===== src/verilog/hlc_defs.vh =====
// constants for the host operating control register block
`ifndef HLC_DEFS_VH
`define HLC_DEFS_VH
`define HLC_OFFSET 8'h04
`define HLC_STATUS_OFFSET 8'h0c
`define HLC_BIT_FRAME_CLR 2
`define HLC_BIT_RATIO_LO 0
`define HLC_BIT_RATIO_HI 1
`define HLC_BIT_PERIODIC 2
`define HLC_BIT_ISO 3
`define HLC_BIT_CONTROL 4
`define HLC_BIT_BULK 5
`define HLC_BIT_STATE_LO 6
`define HLC_BIT_STATE_HI 7
`define HLC_BIT_ROUTING 8
`define HLC_BIT_CONNECTED 9
`define HLC_BIT_WAKE_EN 10
`define HLC_RESET_VALUE 32'h00000000
`define HLC_STATE_RESET 2'h0
`define HLC_STATE_RESUME 2'h1
`define HLC_STATE_OPERATIONAL 2'h2
`define HLC_STATE_SUSPEND 2'h3
`define HLC_SOF_DELAY_NS 1000000
`define HLC_CLK_PERIOD_NS 50
`define HLC_SOF_DELAY_CYCLES (`HLC_SOF_DELAY_NS / `HLC_CLK_PERIOD_NS)
`endif


===== src/verilog/hlc_control.v =====
// host operating control register with list gating and service arbitration
`timescale 1ns/10ps
`include "hlc_defs.vh"
// Operation
// - wakeup connected flag cleared by hardware reset, kept on software reset.
// - routing bit low sends events to host interrupt, high to management.
// - routing bit cleared by hardware reset, kept across software reset.
// - functional state codes: reset 00, resume 01, operational 10, suspend 11.
// - entering operational starts frame generation one millisecond later.
// - frame start flag reports that frame generation has begun.
// - hardware changes state only in suspend, may go to resume.
// - software reset gives suspend; hardware reset gives reset plus port reset.
// - bulk list served next frame only when its enable is set.
// - control list served next frame only when its enable is set.
// - isochronous descriptor continues if enabled, else periodic halts.
// - isochronous enable changes apply from the following frame.
// - periodic list served next frame only when its enable is set.
// - control count compared with ratio to pick control or bulk.
// - control served count kept across frame boundaries.
// - wake request when wake enable and resume detected both set.
module hlc_control #(
    parameter SOF_DELAY = `HLC_SOF_DELAY_CYCLES
) (
    input wire clk,
    input wire reset,
    input wire soft_reset,
    input wire reg_write,
    input wire [7:0] reg_addr,
    input wire [31:0] reg_wdata,
    output reg [31:0] reg_rdata,
    input wire irq_event,
    input wire resume_detected,
    input wire port_resume_pin,
    input wire frame_start,
    input wire iso_descriptor,
    input wire control_served,
    output reg host_irq,
    output reg mgmt_irq,
    output reg wake_request,
    output reg frame_start_flag,
    output reg port_reset_drive,
    output reg periodic_go,
    output reg iso_go,
    output reg control_go,
    output reg bulk_go,
    output reg pick_control
);
    reg wakeup_enable_flag;
    reg wakeup_connected_flag;
    reg interrupt_routing_select;
    reg [1:0] functional_state_field;
    reg bulk_list_enable;
    reg isochronous_enable;
    reg control_list_enable;
    reg periodic_list_enable;
    reg [1:0] service_ratio_field;
    reg [2:0] control_count;
    reg [22:0] sof_timer;
    reg sof_pending;
    reg frame_start_flag_clr;
    wire port_resume;
    wire hit;
    wire [1:0] wstate;
    wire [31:0] next_rdata;

    // resume pin comes from the port domain
    hlc_sync #(
        .WIDTH(1)
    ) u_resume_sync (
        .clk(clk),
        .reset(reset),
        .async_in(port_resume_pin),
        .sync_out(port_resume)
    );

    assign hit = reg_write && (reg_addr == `HLC_OFFSET);
    assign wstate = reg_wdata[`HLC_BIT_STATE_HI:`HLC_BIT_STATE_LO];

    // register fields; software reset spares routing and connected bits
    always @(posedge clk)
    begin
        if (reset)
        begin
            wakeup_enable_flag <= 1'b0;
            wakeup_connected_flag <= 1'b0;
            interrupt_routing_select <= 1'b0;
            functional_state_field <= `HLC_STATE_RESET;
            bulk_list_enable <= 1'b0;
            isochronous_enable <= 1'b0;
            control_list_enable <= 1'b0;
            periodic_list_enable <= 1'b0;
            service_ratio_field <= 2'h0;
        end
        else if (soft_reset)
        begin
            wakeup_enable_flag <= 1'b0;
            functional_state_field <= `HLC_STATE_SUSPEND;
            bulk_list_enable <= 1'b0;
            isochronous_enable <= 1'b0;
            control_list_enable <= 1'b0;
            periodic_list_enable <= 1'b0;
            service_ratio_field <= 2'h0;
        end
        else if (hit)
        begin
            wakeup_enable_flag <= reg_wdata[`HLC_BIT_WAKE_EN];
            wakeup_connected_flag <= reg_wdata[`HLC_BIT_CONNECTED];
            interrupt_routing_select <= reg_wdata[`HLC_BIT_ROUTING];
            functional_state_field <= wstate;
            bulk_list_enable <= reg_wdata[`HLC_BIT_BULK];
            isochronous_enable <= reg_wdata[`HLC_BIT_ISO];
            control_list_enable <= reg_wdata[`HLC_BIT_CONTROL];
            periodic_list_enable <= reg_wdata[`HLC_BIT_PERIODIC];
            service_ratio_field <= reg_wdata[`HLC_BIT_RATIO_HI:`HLC_BIT_RATIO_LO];
        end
        else if (functional_state_field == `HLC_STATE_SUSPEND && port_resume)
        begin
            functional_state_field <= `HLC_STATE_RESUME;
        end
    end

    // one millisecond wait before frames start on entry to operational
    always @(posedge clk)
    begin
        if (reset || soft_reset)
        begin
            sof_timer <= 23'h000000;
            sof_pending <= 1'b0;
            frame_start_flag <= 1'b0;
        end
        else
        begin
            if (hit && wstate == `HLC_STATE_OPERATIONAL
                && functional_state_field != `HLC_STATE_OPERATIONAL)
            begin
                sof_timer <= SOF_DELAY[22:0];
                sof_pending <= 1'b1;
            end
            else if (hit && wstate != `HLC_STATE_OPERATIONAL)
            begin
                sof_pending <= 1'b0;
            end
            else if (sof_pending && sof_timer > 23'h000001)
            begin
                sof_timer <= sof_timer - 23'h000001;
            end
            else if (sof_pending)
            begin
                sof_pending <= 1'b0;
            end
            // set beats clear when both land together
            if (sof_pending && sof_timer == 23'h000001)
                frame_start_flag <= 1'b1;
            else if (frame_start_flag_clr)
                frame_start_flag <= 1'b0;
        end
    end

    // flag is write-one-to-clear through bit 2 of a status write
    always @*
    begin
        frame_start_flag_clr = reg_write && (reg_addr == `HLC_STATUS_OFFSET)
            && reg_wdata[`HLC_BIT_FRAME_CLR];
    end

    // list enables sampled once per frame so mid-frame writes wait
    always @(posedge clk)
    begin
        if (reset || soft_reset)
        begin
            periodic_go <= 1'b0;
            iso_go <= 1'b0;
            control_go <= 1'b0;
            bulk_go <= 1'b0;
        end
        else if (frame_start)
        begin
            periodic_go <= periodic_list_enable;
            iso_go <= isochronous_enable;
            control_go <= control_list_enable;
            bulk_go <= bulk_list_enable;
        end
        else if (iso_descriptor && !iso_go)
        begin
            periodic_go <= 1'b0;
        end
    end

    // control count survives frame starts; reset, soft reset and the ratio wrap clear it
    // after ratio+1 served control descriptors bulk gets one cycle of turn
    always @(posedge clk)
    begin
        if (reset || soft_reset)
        begin
            control_count <= 3'h0;
            pick_control <= 1'b0;
        end
        else
        begin
            if (control_count > {1'b0, service_ratio_field})
                control_count <= 3'h0;
            else if (control_served)
                control_count <= control_count + 3'h1;
            pick_control <= control_go && (control_count <= {1'b0, service_ratio_field});
        end
    end

    // interrupt routing, wake request, port reset and read data
    assign next_rdata = {21'h000000, wakeup_enable_flag, wakeup_connected_flag,
        interrupt_routing_select, functional_state_field, bulk_list_enable,
        control_list_enable, isochronous_enable, periodic_list_enable,
        service_ratio_field};

    always @(posedge clk)
    begin
        if (reset)
        begin
            host_irq <= 1'b0;
            mgmt_irq <= 1'b0;
            wake_request <= 1'b0;
            port_reset_drive <= 1'b0;
            reg_rdata <= `HLC_RESET_VALUE;
        end
        else
        begin
            host_irq <= irq_event && !interrupt_routing_select;
            mgmt_irq <= irq_event && interrupt_routing_select;
            wake_request <= wakeup_enable_flag && resume_detected;
            port_reset_drive <= (functional_state_field == `HLC_STATE_RESET);
            reg_rdata <= next_rdata;
        end
    end
endmodule


===== src/verilog/hlc_sync.v =====
// two flip-flop synchroniser for asynchronous pin inputs
`timescale 1ns/10ps
module hlc_sync #(
    parameter WIDTH = 1
) (
    input wire clk,
    input wire reset,
    input wire [WIDTH-1:0] async_in,
    output reg [WIDTH-1:0] sync_out
);
    reg [WIDTH-1:0] stage1;

    // first stage feeds only the second
    always @(posedge clk)
    begin
        if (reset)
        begin
            stage1 <= {WIDTH{1'b0}};
            sync_out <= {WIDTH{1'b0}};
        end
        else
        begin
            stage1 <= async_in;
            sync_out <= stage1;
        end
    end
endmodule

===== config.mk =====
export PLATFORM = sky130hd
export DESIGN_NAME = hlc_control
export DESIGN_NICKNAME = d
export VERILOG_FILES = /design/src/verilog/hlc_control.v /design/src/verilog/hlc_sync.v
export VERILOG_INCLUDE_DIRS = /design/src /design/src/verilog
export SDC_FILE = /design/constraint.sdc
export NUM_CORES = 1
export LEC_CHECK = 0
export BUFFER_PORTS_ARGS = -buffer_cell sky130_fd_sc_hd__buf_2
export CORE_AREA = 2 2 97 99
export CTS_CLUSTER_DIAMETER = 40
export CTS_CLUSTER_SIZE = 28
export DETAILED_ROUTE_END_ITERATION = 8
export DIE_AREA = 0 0 99 101
export GPL_TIMING_DRIVEN = 0
export PLACE_DENSITY = 0.51
export SLEW_MARGIN = 20
export SYNTH_ARGS = -nofsm -noshare
export SYNTH_HDL_FRONTEND = slang
export SYNTH_HIERARCHICAL = 1
export SYNTH_SLANG_ARGS = --single-unit

===== constraint.sdc =====
create_clock -name clk -period 2.7 [get_ports clk]
set_input_delay 0.135 -clock clk [delete_from_list [all_inputs] [get_ports clk]]
set_output_delay 0.135 -clock clk [all_outputs]
set_load 0.005 [all_outputs]

# ---- Yosys cells after proc, flatten, opt, wreduce, memory -nomap -nowiden
# Cells that the tools add are included.
dict set report totals {
  register_bits 82
  in_bits 50
  output_inout_bits 42
}
dict set report classes {
  n_addsub 2
  magnitude_cmp 3
  n_eq_ne 9
  mux 13
  bitwise 2
  n_reduce_logical 28
}
# cell n
set ops {}
lappend ops {{15-bit 2-to-1 mux} 3}
lappend ops {{23-bit by 1-bit == test with 1-bit output (second input constant)} 1}
lappend ops {{23-bit by 1-bit greater-than comparator with 1-bit output (second input constant)} 1}
lappend ops {{23-bit by 1-bit subtractor with 23-bit output (second input constant)} 1}
lappend ops {{1-bit logical AND} 14}
lappend ops {{8-bit by 3-bit == test with 1-bit output (second input constant)} 1}
lappend ops {{8-bit by 4-bit == test with 1-bit output (second input constant)} 1}
lappend ops {{1-bit 2-to-1 mux} 7}
lappend ops {{2-bit 2-to-1 mux} 3}
lappend ops {{2-bit != test (second input constant)} 3}
lappend ops {{2-bit AND reduction} 3}
lappend ops {{2-bit nonzero test} 3}
lappend ops {{2-bit OR reduction} 3}
lappend ops {{2-bit == test (second input constant)} 2}
lappend ops {{3-bit by 1-bit adder with 3-bit output (second input constant)} 1}
lappend ops {{3-bit by 2-bit greater-than comparator with 1-bit output} 1}
lappend ops {{3-bit by 2-bit less-or-equal comparator with 1-bit output} 1}
lappend ops {{3-bit != test (second input constant)} 1}
lappend ops {{3-bit nonzero test} 1}
lappend ops {{1-bit logical NOT} 2}
lappend ops {{2-bit logical NOT} 1}
lappend ops {{1-bit NOT} 2}
lappend ops {{1-bit logical OR} 1}

# ---- Logic depth before layout (Yosys ltp)
dict set report depth {
  word_depth 6
  mapped_depth 8
  ltp_nobuf 7
}

# ---- Cells and area by module
# The synthesis kept the hierarchy.
# mod n_inst cells_each area_per_inst_um2 seq_area_each_um2
set by_module_without_submodules {}
lappend by_module_without_submodules {hlc_control 1 305 2756.4 1181.1}
lappend by_module_without_submodules {hlc_sync 1 4 52.6 40.0}

# ---- Least setup slack after synthesis
# Ideal clock, no wire load.
dict set report synth_path {
  path_type {input to register}
  from {input reg_addr[1]}
  to {register sof_timer[11]}
  setup_time_ps 122
  arrival_ps 1828
  required_time_ps 2578
  setup_slack_ps 751
  path_stages 6
  path_buffers 1
  cell_sequence {or4b_1 > o41a_1 > o31a_1 > buf_6 > and4_1 > o311a_1}
}
dict set report synth_via {
  elab_chain_len 6
  word_cells_on_any_way 9
}
# element line_no
set synth_rtl {}
lappend synth_rtl {{from (decl)} hlc_control.v:28} ;# input wire [7:0] reg_addr,
lappend synth_rtl {{8-bit by 3-bit == test with 1-bit output (no line) (*)} -}
lappend synth_rtl {{1-bit logical AND (*)} hlc_control.v:76} ;# assign hit = reg_write && (reg_addr == `HLC_OFFSET);
lappend synth_rtl {{1-bit logical AND (no line) (2 in a row)} -}
lappend synth_rtl {{2-bit != test (no line) or 2-bit nonzero test (tied branches)} -}
lappend synth_rtl {{2-bit AND reduction (no line)} -}
lappend synth_rtl {{to (signal assigned)} hlc_control.v:136} ;# sof_timer <= SOF_DELAY[22:0];
lappend synth_rtl {{to (signal assigned)} hlc_control.v:145} ;# sof_timer <= sof_timer - 23'h000001;
lappend synth_rtl {{to (decl)} hlc_control.v:58} ;# reg [22:0] sof_timer;
# Every way passes the cells marked *; elsewhere a longest branch is shown, timed or not.
# A chain may end at the register's enable or synchronous reset.

# ---- Worst setup path after layout
dict set report layout_path {
  from {register sof_timer[18]}
  to {register sof_timer[5]}
}
dict set report layout_via {
  elab_chain_len 4
}
# element line_no
set layout_rtl {}
lappend layout_rtl {{23-bit by 1-bit greater-than comparator with 1-bit output} hlc_control.v:143} ;# else if (sof_pending && sof_timer > 23'h000001)
lappend layout_rtl {{1-bit logical AND} hlc_control.v:143}
lappend layout_rtl {{2-bit nonzero test (no line)} -}
lappend layout_rtl {{2-bit AND reduction (no line)} -}
# No other way between the ends.

==> results.md <==
- Seq cells post-synth: 61
- Skew-Pair Late Insertion Delay: 0.34 ns
- Antenna violations before repair: 0
- CTS root buf: clkbuf_8
- CTS tree: yes
- Worst hold path class: input pin to flop
- Max Clock Skew: ~0.0065 ns
- Share of layout cells above drive strength 1: 25.00%
- Residual DRC: 0
- Cell Rows: 35
- Post-route design area: 3526 um^2
- Cell variety after synth: 48
- Power Total: 1.935 mW
- DR iter-0 viols: 107
- Final net count: ~450
- Clock share of power: 47.6%
- CTS Sinks: 61
- Post-layout min period: 2.384 ns
- Share of flip-flops with an asynchronous set or reset: 0%
- # Post-CTS Setup Buffers: 0
- Pint: 1.484 mW
- Largest net degree at the start of global routing: 13
- Post-place instance area: 3263 um^2
- Mapped Cells: 309
- Peak supply drop: about 220 uV
- Chip Height: 101 um
- Slew HR: 52.97%
- RSZ-0062 raised after global routing: false
- Outcome: finished, final reports clean
- Final Wtd Congestion: ~0.76
- ANT cells: 0
- Main synth FF type: dfxtp_1
- I/O pin cnt: 92
- Max cap viols: 0
- Via Count: 2431
- Hold Startpoint: reg_wdata[3]
- Crit-path cells: nor4_2 > nand3_1 > nor3_2 > clkbuf_1 > o31ai_1 > a31oi_1
- P_sw: around 0.45 mW
- CP Launch Type: flop
- Die ar.: about 10000 um^2
- Worst hold slack: 0.02399 ns
- Die width: about 99 um
- GRT Resource Usage Total: 13.44%
- HPWL Detailed: 4702 um
- Post-synth top area cell: dfxtp_1
- CP Max Fanout: 10
- Static Leak: between 1.5 and 2 nW
- Number of synthesized flops with an enable pin: 0
- Cell area power density: 548.7 nW/um^2
- Least-Margin Pin Slew: approximately 0.70 ns
- Largest cells by area after synthesis: dfxtp_1 43%, mux2i_1 6.1%, buf_4 5.6%
- Hold path depth: 3
- Post-DRT Antenna Nets: 0
- Final period util: 88.29%
- R2R cell count: 6
- Vias in the first global route: approximately 2200
- Post-synth top area share: 43.47%
- H-tree depth: 3
- WP data required: 2.96 ns
- CP peak stage delay: 0.50 ns
- CTS buffer count: 9
- Synthesized area: 2809 um^2
- Global route overflow: 0
- Sequential fraction of the synthesis area: 43.47%
- Syn_area_per_cell: between 9 and 10 um^2
- Worst flop-to-flop path startpoint: sof_timer[18]
- R2R setup slack: 0.32 ns
- Worst R2R End: sof_timer[5]
- Initial core utilization: 31.29%
- Max Fclk: 419.5 MHz
- Core area: 8977 um^2
- Critical Setup Path Class: flop to flop
- Buffers on Ports: between 40 and 50
- CP max stage cell: nor4_2
- First-pass DRT Iterations: 4
- Clock Path Buffers: 2
- Power share of the combinational group: under 10%
- Flop pwr share: 47.1%
- Crit end category: flop
- Final hold violation count: 0
- Worst Hold Path EP: isochronous_enable
- Max-slew violations: 0
- Post-DR vias/cell: 4.795
- Switching Fraction: 23.28%
- WL final: 6455 um
- Total negative slack: 0 ns
- First-pass GRT wire length: roughly 11000 um
- Yosys synthesis warning count: 6
- Crit path DAT: 2.65 ns
- CTS clk-pin slew, worst paths: 0.08 ns
- Avg WL per Cell: 12.73 um
- Final setup violation count: 0
- Area Overhead vs Synth: 25.52%
-- worst max path at each step --
stage	from	to	slack, ns	depth (start not counted)
floorplan	reg_addr[1]	sof_timer[11]	0.75	6
global placement	reg_addr[1]	sof_timer[16]	0.19	7
detailed placement	reg_addr[1]	sof_timer[0]	0.14	7
CTS	sof_timer[18]	sof_timer[5]	0.23	6
global route	sof_timer[18]	sof_timer[13]	0.02	6
finish	sof_timer[18]	sof_timer[5]	0.32	6
-- synth_stat cells, types with 2 or more instances --
library cell and count:
dfxtp_1 61, nor2_1 25, a21oi_1 21, buf_4 21, nand2_1 18, mux2i_1 17, inv_1 14, o31ai_1 14
or4_1 13, nor2b_1 12, nand3_1 7, clkbuf_1 6, nand2b_1 6, nor3_1 6, nor4_1 6, or3_1 6
ha_1 5, a31oi_1 4, nand4_1 4, buf_6 3, or2_2 3, and2_1 2, and3_1 2, and4_1 2
buf_1 2, buf_2 2, nand3b_1 2, nor4_2 2, o21ai_0 2, o311a_1 2, o311ai_0 2
-- power by group through the flow --
stage	Clock (mW)	Sequential, mW	Combinational, mW
final	0.920	0.911	0.103
after global routing	0.985	0.912	0.117
after CTS	0.940	0.911	0.104
after detailed placement	0	0.932	0.100
after global placement	0	0.932	0.100
after floorplan	0	0.932	0.0625
-- worst max-delay path, delay by kind of cell (launching register included) --
family	cells	cell delay, ns
AOI/OAI and AO/OA	2	0.33
and+or+nand+nor	3	1.21
buffers and inverters	1	0.42
DFF	1	0.34
-- timing repair --
action                     4_1_cts  5_1_grt
hold endpoints to repair         3        0
resized for setup                0        2
hold buffers                     3        0
setup endpoints to repair        0        8
-- metal layers --
| metal | track usage [%] | part of all wire, % | vias to the layer above |
|---|---|---|---|
| met5 | 0 | 0 | - |
| met4 | 5.690 | 1.6 | 0 |
| met3 | 4.369 | 6.8 | 9 |
| met2 | 21.15 | 45 | 70 |
| met1 | 16.93 | 47 | 1118 |
| li1 | - | - | 1234 |
-- state kept, by name, summed over array words and instances (netlist names), 2 cells and up --
| signal | cells |
|---|---|
| control_count | 3 |
| service_ratio_field | 2 |
| reg_rdata | 11 |
| functional_state_field | 2 |
| sof_timer | 23 |
-- per-stage QoR --
stage | util, % | setup slack (ns) | cells
after global routing | 39.28 | 0.01898 | 507
final | 39.28 | 0.3162 | 507
after floorplan | - | 0.7506 | 329
after CTS | 39.16 | 0.2273 | 507
after global placement | 36.35 | 0.1910 | 488
after detailed placement | 36.35 | 0.1365 | 488
-- cell families after synthesis --
| family | after synthesis | synth area share (%) |
|---|---|---|
| buffers and inverters | 48 | 10.11 |
| adder cells (fa/ha/maj) | 5 | 2.227 |
| other | 1 | 0.1335 |
| AND/OR/NAND/NOR | 121 | 24.45 |
| multiplexers | 17 | 6.058 |
| XOR/XNOR | 1 | 0.3119 |
| AO/OA/AOI/OAI | 55 | 13.23 |
| flip-flops | 61 | 43.47 |
-- area by class of cell --
type                            count  area [um^2]
Timing Repair Buffer               51        270.3
Buffer                             34        231.5
Inverter                           14        52.55
Multi-Input combinational cell    220         1389
Tap cell                          111        138.9
Sequential cell                    61         1221
Clock inverter                      7        98.84
Fill cell                         898         5451
Clock buffer                        9        123.9
-- placed cells by master, fill, tap and decap left out, types with 3 or more instances in the layout --
cell and count:
dfxtp_1 61, buf_2 50, nor2_1 25, a21oi_1 21
buf_4 21, conb_1 21, nand2_1 18, mux2i_1 17
inv_1 14, o31ai_1 13, or4_1 13, nor2b_1 12
clkbuf_8 9, nand3_1 7, clkbuf_1 6, nor4_1 6
nand2b_1 6, or3_1 6, nor3_1 5, ha_1 5
a31oi_1 4, nand4_1 4, or2_2 3, buf_6 3
dlygate4sd3_1 3
Power figures use the tool's default switching activity.
